$ cat src/hbd_pkg.sv
// package: request codes, response codes, queue sizes and shared structs for host decode
package hbd_pkg;

  // ---------------------------------------------------------------
  // queue sizing
  // ---------------------------------------------------------------
  localparam int unsigned IOQ_DEPTH = 4;
  localparam logic [2:0] IOQ_DEPTH_CNT = 3'h4;
  localparam logic [2:0] CNT_RST = 3'h0;
  localparam logic [1:0] PTR_RST = 2'h0;

  // ---------------------------------------------------------------
  // first request codes
  // ---------------------------------------------------------------
  localparam logic [4:0] RQA_DEFER_REPLY = 5'h00;
  localparam logic [4:0] RQA_INTA_SPEC = 5'h08;
  localparam logic [4:0] RQA_BTM = 5'h09;
  localparam logic [4:0] RQA_IO_RD = 5'h10;
  localparam logic [4:0] RQA_IO_WR = 5'h11;
  localparam logic [2:0] RQA_MEM_RDINV = 3'h2;
  localparam logic [2:0] RQA_MEM_CODE = 3'h4;
  localparam logic [2:0] RQA_MEM_WB = 3'h5;
  localparam logic [2:0] RQA_MEM_DATA = 3'h6;
  localparam logic [2:0] RQA_MEM_WR = 3'h7;
  localparam logic [1:0] ADDR_SIZE_32BIT = 2'h0;

  // ---------------------------------------------------------------
  // second request codes and fields
  // ---------------------------------------------------------------
  localparam logic [4:0] RQB_INTA = 5'h00;
  localparam logic [4:0] RQB_BTM = 5'h00;
  localparam logic [2:0] RQB_SPEC_LOW = 3'h1;
  localparam logic [1:0] DATA_SIZE_64BIT = 2'h0;
  localparam logic [1:0] LEN_8B = 2'h0;
  localparam logic [1:0] LEN_16B = 2'h1;
  localparam logic [1:0] LEN_32B = 2'h2;
  localparam logic [1:0] LEN_RSVD = 2'h3;
  localparam logic [7:0] LANES_NONE = 8'h00;

  // ---------------------------------------------------------------
  // response status
  // ---------------------------------------------------------------
  localparam logic [2:0] RS_IDLE = 3'h0;
  localparam logic [2:0] RS_RETRY = 3'h1;
  localparam logic [2:0] RS_DEFER = 3'h2;
  localparam logic [2:0] RS_RSVD = 3'h3;
  localparam logic [2:0] RS_HARDFAIL = 3'h4;
  localparam logic [2:0] RS_NODATA = 3'h5;
  localparam logic [2:0] RS_IWB = 3'h6;
  localparam logic [2:0] RS_NORMAL = 3'h7;

  typedef enum logic [2:0] {
    HBD_DST_NONE = 3'h0,
    HBD_DST_DRAM = 3'h1,
    HBD_DST_HUB = 3'h2,
    HBD_DST_CFG = 3'h3,
    HBD_DST_SPEC = 3'h4,
    HBD_DST_BAD = 3'h5
  } hbd_dst_t;

  typedef enum logic [3:0] {
    HBD_TT_NONE = 4'h0,
    HBD_TT_DEFER_REPLY = 4'h1,
    HBD_TT_INTA = 4'h2,
    HBD_TT_SPECIAL = 4'h3,
    HBD_TT_BTM = 4'h4,
    HBD_TT_IO_RD = 4'h5,
    HBD_TT_IO_WR = 4'h6,
    HBD_TT_MEM_RD = 4'h7,
    HBD_TT_MEM_WB = 4'h8,
    HBD_TT_MEM_WR = 4'h9,
    HBD_TT_RSVD = 4'hA
  } hbd_ttype_t;

  // request as seen on the host bus in the two request phases
  typedef struct packed {
    logic valid;
    logic [4:0] request_code_first;
    logic [4:0] request_code_second;
    logic [7:0] byte_lane_enables;
    logic cfg_hit;
    logic dram_hit;
    logic locked;
  } hbd_req_t;

  // answer from the back end for the oldest entry
  typedef struct packed {
    logic valid;
    logic busy;
    logic snoop_hitm;
    logic defer_ok;
  } hbd_cpl_t;

  typedef struct packed {
    hbd_ttype_t ttype;
    hbd_dst_t dst;
    logic is_read;
    logic zero_len;
    logic locked;
  } hbd_ent_t;

  typedef enum logic [1:0] {
    HBD_ST_IDLE = 2'b00,
    HBD_ST_WAIT = 2'b01,
    HBD_ST_RESP = 2'b11
  } hbd_state_t;

endpackage : hbd_pkg

$ cat src/hbd_host_decode.sv
// module: host bus request decode, in-order queue and response status selection
// What this block does
// - keep at most four outstanding requests; refuse new ones while four are pending
// - responses leave strictly in the order requests arrived
// - first code 00000 is our own deferred reply for an earlier deferred transaction
// - codes 01000/00000 decode as interrupt acknowledge, sent to the hub
// - codes 01000/xx001 decode as special transaction, sent to special-cycle logic
// - codes 01001/00000 are branch trace: terminated, no data captured
// - I/O read 10000 and I/O write 10001 go to the hub
// - I/O hitting own configuration space is handled internally, not forwarded
// - memory read codes 00010, 00100, 00110 go to DRAM or hub by address
// - writeback 00101 is never retried and always goes to DRAM
// - retryable write 00111 goes to DRAM or hub by address
// - memory address size field must be 00, 32-bit addressing
// - data size field must be 00, 64-bit data bus
// - length 00 up to 8 bytes by enables, 01 is 16, 10 is 32, 11 reserved
// - retry 001 only when target is busy, only for hub traffic or locked DRAM reads
// - deferred 010 only for hub reads, I/O writes and internal reads or I/O writes
// - writes, zero-length reads and data-done transactions get no data 101
// - implicit writeback 110 when the snoop hits a modified line
// - reads returning data get normal data 111; 000 is idle
// - special transaction type comes from the second address phase only
module hbd_host_decode
  import hbd_pkg::*;
(
  input wire logic core_clk_i,
  input wire logic rst_i,
  input wire hbd_req_t req_i,
  input wire hbd_cpl_t cpl_i,
  output logic req_ready_o,
  output hbd_ent_t disp_o,
  output logic disp_valid_o,
  output logic [2:0] response_status_o,
  output logic resp_valid_o,
  output logic defer_reply_o,
  output logic [2:0] pending_o
);

  // ---------------------------------------------------------------
  // state
  // ---------------------------------------------------------------
  typedef struct packed {
    hbd_ent_t [IOQ_DEPTH-1:0] q;
    logic [1:0] wr_ptr;
    logic [1:0] rd_ptr;
    logic [2:0] cnt;
    hbd_state_t st;
    hbd_ent_t disp;
    logic disp_valid;
    logic [2:0] rs;
    logic rs_valid;
    logic defer_reply;
    logic ready;
  } hbd_regs_t;

  hbd_regs_t s_r;
  hbd_regs_t s_nxt;
  hbd_ent_t dec;
  hbd_ent_t head;
  logic [1:0] len;
  logic take;
  logic pop;

  // ---------------------------------------------------------------
  // decode
  // ---------------------------------------------------------------
  always_comb begin
    dec = '{ttype: HBD_TT_RSVD, dst: HBD_DST_BAD, is_read: 1'b0, zero_len: 1'b0,
            locked: req_i.locked};
    len = req_i.request_code_second[1:0];
    if (req_i.request_code_first == RQA_DEFER_REPLY) begin
      dec.ttype = HBD_TT_DEFER_REPLY;
      dec.dst = HBD_DST_NONE;
    end else if (req_i.request_code_first == RQA_INTA_SPEC) begin
      if (req_i.request_code_second == RQB_INTA) begin
        dec.ttype = HBD_TT_INTA;
        dec.dst = HBD_DST_HUB;
        dec.is_read = 1'b1;
      end else if (req_i.request_code_second[2:0] == RQB_SPEC_LOW) begin
        // first address phase is don't-care; type rides in the second phase
        dec.ttype = HBD_TT_SPECIAL;
        dec.dst = HBD_DST_SPEC;
      end
    end else if (req_i.request_code_first == RQA_BTM
                 && req_i.request_code_second == RQB_BTM) begin
      dec.ttype = HBD_TT_BTM;
      dec.dst = HBD_DST_NONE;
    end else if (req_i.request_code_first == RQA_IO_RD
                 || req_i.request_code_first == RQA_IO_WR) begin
      dec.is_read = (req_i.request_code_first == RQA_IO_RD);
      dec.ttype = dec.is_read ? HBD_TT_IO_RD : HBD_TT_IO_WR;
      dec.dst = req_i.cfg_hit ? HBD_DST_CFG : HBD_DST_HUB;
    end else if (req_i.request_code_first[4:3] == ADDR_SIZE_32BIT
                 && req_i.request_code_second[4:3] == DATA_SIZE_64BIT
                 && len != LEN_RSVD) begin
      // anything else (odd size fields, reserved length) stays reserved
      case (req_i.request_code_first[2:0])
        RQA_MEM_RDINV, RQA_MEM_CODE, RQA_MEM_DATA: begin
          dec.ttype = HBD_TT_MEM_RD;
          dec.is_read = 1'b1;
          dec.dst = req_i.dram_hit ? HBD_DST_DRAM : HBD_DST_HUB;
        end
        RQA_MEM_WB: begin
          dec.ttype = HBD_TT_MEM_WB;
          dec.dst = HBD_DST_DRAM;
        end
        RQA_MEM_WR: begin
          dec.ttype = HBD_TT_MEM_WR;
          dec.dst = req_i.dram_hit ? HBD_DST_DRAM : HBD_DST_HUB;
        end
        default: begin
          dec.ttype = HBD_TT_RSVD;
        end
      endcase
      // short read with no lanes enabled carries no data
      dec.zero_len = dec.is_read && len == LEN_8B
                     && req_i.byte_lane_enables == LANES_NONE;
    end
  end

  // ---------------------------------------------------------------
  // queue and response selection
  // ---------------------------------------------------------------
  assign head = s_r.q[s_r.rd_ptr];
  assign take = req_i.valid && s_r.ready;

  function automatic logic [2:0] pick_rs(input hbd_ent_t e, input hbd_cpl_t c);
    logic retry_ok;
    logic defer_ok;
    retry_ok = (e.dst == HBD_DST_HUB && e.ttype != HBD_TT_MEM_WB)
               || (e.dst == HBD_DST_DRAM && e.is_read && e.locked);
    defer_ok = (e.dst == HBD_DST_HUB && (e.is_read || e.ttype == HBD_TT_IO_WR))
               || (e.dst == HBD_DST_CFG && (e.is_read || e.ttype == HBD_TT_IO_WR));
    if (c.busy && retry_ok) begin
      pick_rs = RS_RETRY;
    end else if (c.defer_ok && defer_ok) begin
      pick_rs = RS_DEFER;
    end else if (c.snoop_hitm) begin
      pick_rs = RS_IWB;
    end else if (e.is_read && !e.zero_len) begin
      pick_rs = RS_NORMAL;
    end else begin
      pick_rs = RS_NODATA;
    end
  endfunction : pick_rs

  always_comb begin
    s_nxt = s_r;
    s_nxt.disp_valid = 1'b0;
    s_nxt.rs = RS_IDLE;
    s_nxt.rs_valid = 1'b0;
    s_nxt.defer_reply = 1'b0;
    pop = 1'b0;
    case (s_r.st)
      HBD_ST_IDLE: begin
        if (s_r.cnt != CNT_RST) begin
          s_nxt.st = HBD_ST_WAIT;
        end
      end
      HBD_ST_WAIT: begin
        // only the oldest entry may complete
        if (cpl_i.valid) begin
          s_nxt.rs = pick_rs(head, cpl_i);
          s_nxt.rs_valid = 1'b1;
          s_nxt.st = HBD_ST_RESP;
          pop = 1'b1;
        end
      end
      HBD_ST_RESP: begin
        s_nxt.st = HBD_ST_IDLE;
      end
      default: begin
        s_nxt.st = HBD_ST_IDLE;
      end
    endcase
    if (take) begin
      s_nxt.q[s_r.wr_ptr] = dec;
      s_nxt.wr_ptr = s_r.wr_ptr + 2'h1;
      s_nxt.disp = dec;
      s_nxt.disp_valid = 1'b1;
      s_nxt.defer_reply = (dec.ttype == HBD_TT_DEFER_REPLY);
    end
    if (pop) begin
      s_nxt.rd_ptr = s_r.rd_ptr + 2'h1;
    end
    s_nxt.cnt = s_r.cnt + {2'h0, take} - {2'h0, pop};
    s_nxt.ready = (s_nxt.cnt != IOQ_DEPTH_CNT);
  end

  always_ff @(posedge core_clk_i or posedge rst_i) begin
    if (rst_i) begin
      s_r <= '0;
      s_r.st <= HBD_ST_IDLE;
      s_r.cnt <= CNT_RST;
      s_r.wr_ptr <= PTR_RST;
      s_r.rd_ptr <= PTR_RST;
      s_r.ready <= 1'b1;
    end else begin
      s_r <= s_nxt;
    end
  end

  assign req_ready_o = s_r.ready;
  assign disp_o = s_r.disp;
  assign disp_valid_o = s_r.disp_valid;
  assign response_status_o = s_r.rs;
  assign resp_valid_o = s_r.rs_valid;
  assign defer_reply_o = s_r.defer_reply;
  assign pending_o = s_r.cnt;
endmodule : hbd_host_decode

$ cat config.mk
export PLATFORM = sky130hd
export DESIGN_NAME = hbd_host_decode
export DESIGN_NICKNAME = d
export VERILOG_FILES = /design/src/hbd_pkg.sv /design/src/hbd_host_decode.sv
export SDC_FILE = /design/constraint.sdc
export NUM_CORES = 1
export LEC_CHECK = 0
export BUFFER_PORTS_ARGS = -buffer_cell sky130_fd_sc_hd__clkbuf_2
export CORE_MARGIN = 4
export CORE_UTILIZATION = 43
export DETAILED_ROUTE_END_ITERATION = 10
export SLEW_MARGIN = 20
export SYNTH_ARGS = -nofsm -noshare
export SYNTH_HDL_FRONTEND = slang
export SYNTH_SLANG_ARGS = --single-unit
export TNS_END_PERCENT = 5
$ cat constraint.sdc
create_clock -name core_clk_i -period 2.3 [get_ports core_clk_i]
set_input_delay 0.23 -clock core_clk_i [delete_from_list [all_inputs] [get_ports core_clk_i]]
set_output_delay 0.23 -clock core_clk_i [all_outputs]
set_load 0.01 [all_outputs]
; ---- Word level (Yosys, flattened, before mapping)
; Cells that the tools add are included.
; W data, S select, Z words.
[totals]
input_bits = 28
ff_bits = 66
word_cells = 138
[op_classes]
n_eq_ne = 21
muxes = 45
addsub = 4
reduce_logical = 31
magnitude_cmp = 3
[op_table]
columns = operator, count
row1 = $mux W9, 5
row2 = $bwmux W40, 1
row3 = $mux W7, 4
row4 = $bmux W10 S2, 1
row5 = $demux W10 S2, 1
row6 = $mux W10, 2
row7 = $mux W2, 8
row8 = $mux W8, 2
row9 = $logic_and A1 B1 Y1, 15
row10 = $mux W1, 14
row11 = $eq A3 B3 Y1 const B, 4
row12 = $pmux W4 S3, 1
row13 = $eq A5 B4 Y1 const B, 2
row14 = $eq A5 B5 Y1 const B, 2
row15 = $logic_not A5 Y1, 2
row16 = $eq A3 B2 Y1 const B, 3
row17 = $logic_not A2 Y1, 4
row18 = $logic_not A8 Y1, 1
row19 = $mux W4, 2
row20 = $eq A3 B1 Y1 const B, 2
row21 = $lt A2 B3 Y1 const B, 2
row22 = $mux W3, 2
row23 = $ne A2 B2 Y1 const B, 3
row24 = $pmux W3 S2, 1
row25 = 16 further kinds, 20

; ---- Depth between registers and ports, before layout
[logic_depth]
ltp_word = 21
depth_mapped = 10
mapped_depth_nobuf = 9

; ---- Worst setup path before layout
; Ideal clock, no wire load.
[synth_timing]
path_kind = reg-to-reg
from = reg s_r, in the netlist req_ready_o
to = reg s_r, in the netlist req_ready_o
slack_ps = 294
setup_ps = 83
n_path_buf = 1
path_stages_with_launch = 9
arrival_time_ps = 1924
cell_sequence = dfstp_2 > nand2_1 > clkbuf_1 > ha_1 > inv_1 > ha_1 > fa_1 > xnor2_1 > nand2_1
[synth_rtl]
columns = element, line_no
row1 = from (decl), hbd_host_decode.sv:56  ; hbd_regs_t s_r;
row2 = from (signal assigned), hbd_host_decode.sv:199  ; s_r <= s_nxt;

==> flow_metrics.env <==
export IMPL_endpoint_kind="register"
export IMPL_r2r_start="s_r[23]$_DFFE_PP0P_"
export IMPL_chipHeight_microns=95.48
export IMPL_viasPerCell=5.146
export IMPL_synth_compound_area_share_pct=14.03
export IMPL_dpl_cell_area_sq_um=3506
export IMPL_synth_seq_area_share_pct=50.23
export IMPL_drc=0
export IMPL_max_freq_ghz=0.4860
export IMPL_min_path_type="in -> reg"
export IMPL_async_flop_share_pct=100.0
export IMPL_overflow=0
export IMPL_dieArea_sq_um=9116
export IMPL_place_congestion=0.8348
export IMPL_die_x_microns=95.48
export IMPL_ctsHtreeMaxLevel=3
export IMPL_synth_top_cell_area_share_pct=49.43
export IMPL_netlist_area_sq_um=3291
export IMPL_start_kind="register"
export IMPL_fin_crit_sh_pct=89.45
export IMPL_fin_nets=377
export IMPL_worstHoldStart="req_i[0]"
export IMPL_synth_mux_area_share_pct=8.479
export IMPL_drtIter0Drc=70
export IMPL_power_per_cell_area_nw_per_um2=1185
export IMPL_route_vias_total=2295
export IMPL_ant_nets=0
export IMPL_synth_distinct_cells=58
export IMPL_grt_pass1_wl_microns=11300
export IMPL_vdd_drop_max_v=0.0003679
export IMPL_layout_commonest_cell="dfrtp_1"
export IMPL_clkSinkCount=66
export IMPL_cts_root_buf="clkbuf_8"
export IMPL_clk_pin_slew_ps=70
export IMPL_cts_buffer_depth=2
export IMPL_synth_edf_count=0
export IMPL_grt_pass1_vias=2239
export IMPL_antenna_found_initial=0
export IMPL_crit_start="s_r[23]$_DFFE_PP0P_"
export IMPL_diodes=0
export IMPL_post_cts_resized=0
export IMPL_p_sw_share_pct=31.74
export IMPL_synth_top_family_by_area="simple AND/OR/NAND/NOR gates"
export IMPL_synth_top_area_cell="dfrtp_1"
export IMPL_rows=31
export IMPL_status="complete, no violations"
export IMPL_synth_flop_cell="dfrtp_1"
export IMPL_power_frac_seq_pct=40.9
export IMPL_maxCapViolations=0
export IMPL_io_pin_count=48
export IMPL_instances_no_fill=446
export IMPL_worst_r2r_path_depth=5
export IMPL_drv_slew=0
export IMPL_arrival_ps=2280
export IMPL_hold_depth=3
export IMPL_clock_latency_ps=330
export IMPL_fin_crit_ps=2057
export IMPL_internal_power_mw=3.049
export IMPL_final_cell_mix="dfrtp_1, nand2_1, clkbuf_2"
export IMPL_globalRouteTotalUtil_pct=16.28
export IMPL_r2r_slack_ps=240
export IMPL_dp_cells=429
export IMPL_synth_adder_area_share_pct=2.890
export IMPL_synthXorXnorAreaFrac_pct=1.331
export IMPL_power_switching_mw=1.418
export IMPL_relSlewSlack_pct=49.79
export IMPL_tightest_slew_ps=753.2
export IMPL_fin_util_pct=51.41
export IMPL_core_sq_um=7331
export IMPL_dr_pass1_iters=4
export IMPL_path_class="reg -> reg"
export IMPL_area_growth_pct=14.52
export IMPL_grt_start_max_net_pins=27
export IMPL_p_total_mw=4.467
export IMPL_postSynthCellCount=304
export IMPL_p_leak_nw=1.760
export IMPL_yosysWarnings=0
export IMPL_start_util_pct=44.89
export IMPL_rsz0062_at_grt="no"
export IMPL_finClkSkew_ps=7.350
export IMPL_ys_ff_latch=66
export IMPL_path_max_fanout=6
export IMPL_wl_microns=6709
export IMPL_finalHoldViolCount=0
export IMPL_syn_num_nets=339
export IMPL_clkPwrFrac_pct=27.2
export IMPL_setup_tns_ps=0
export IMPL_stdcell_area_sq_um=3769
export IMPL_synthTopCellsByArea="dfrtp_1, nand2_1, mux4_2, buf_4, o21ai_1"
export IMPL_dp_hpwl_microns=4909
export IMPL_wl_per_cell_microns=15.04
export IMPL_crit_required_ps=2520
export IMPL_cts_buffers=9
export IMPL_combPwrFrac_pct=31.9
export IMPL_avgSynthCellArea_sq_um=10.82
export IMPL_finalSetupViolations=0
export IMPL_synth_simple_area_share_pct=15.10
export IMPL_drive_gt1_share_pct=31.41
export IMPL_io_buffers=47
export IMPL_cts_tree="done"
registers in the layout, summed over array words and instances (netlist names):
signal             flops
defer_reply_o          1
s_r                   46
pending_o              3
response_status_o      3
resp_valid_o           1
req_ready_o            1
disp_valid_o           1
disp_o                10
synthesized netlist by cell type (all sizes together), types with 2 or more instances:
cell type	count
dfrtp	65
nand2	62
o21ai	48
buf	20
inv	12
mux4	9
nor2	9
clkbuf	8
a21oi	6
ha	6
mux2	5
nor3	4
o211ai	4
xnor2	4
nand2b	3
nor4	3
o31ai	3
or4	3
mux2i	2
o21a	2
or2	2
or3	2
cell type report:
cell class                 instances  area (sq um)
tap                               99         123.9
inverter                          12         45.04
sequential                        66          1653
multi-input combinational        197          1376
timing repair buffer              56         317.8
fill                             660          3562
clock buffer                      12         155.1
clock inverter                     4         97.59
routing by layer:
layer	track usage, %	part of all wire [%]	wire, microns
met1	22.58	47	3144
met5	0	0	0
met4	5.332	0.98	66
met2	26.41	48	3213
met3	2.210	4.2	285
timing repair:
action / in CTS / in global routing
hold buffers: 1 / 0
endpoints found under the hold margin: 20 / 0
buffers inserted: 0 / 0
power by group through the flow:
stage          logic (mW)  clock network (mW)  registers [mW]
5_1_grt              1.63                1.29            1.88
6_report             1.43                1.21            1.83
2_1_floorplan        1.19                   0            1.77
3_5_place_dp         1.45                   0            1.86
4_1_cts              1.45                1.23            1.83
3_3_place_gp         1.41                   0            1.85
per-stage QoR:
stage                     setup slack [ps]  hold slack [ps]
final                                242.6            195.5
after global routing                 142.5            192.6
after CTS                            226.8            189.5
after detailed placement             217.1            274.7
after global placement               220.5            267.1
after floorplan                      293.6            335.4
worst max-delay path, stage by stage, from the launching register on:
cell and delay, ps:
dfrtp_1 500, mux4_2 550, or4b_1 520, nand3b_1 110
a21oi_2 80, o21a_1 180
kinds of logic after synthesis:
family,count (synthesis)
simple gates,98
compound gates,71
flops,66
buf+inv,41
mux,16
fa+ha+maj,7
xor+xnor,5
worst paths after layout:
kind                                                        to
worst max-delay path            response_status_o[0]$_DFF_PP0_
worst min-delay path                     disp_o[0]$_DFFE_PP0P_
worst max register to register  response_status_o[0]$_DFF_PP0_
worst min register to register             s_r[17]$_DFFE_PP0P_
max in group asynchronous                  s_r[27]$_DFFE_PP0P_
min in group asynchronous                disp_o[5]$_DFFE_PP0P_
Power figures use the tool's default switching activity.
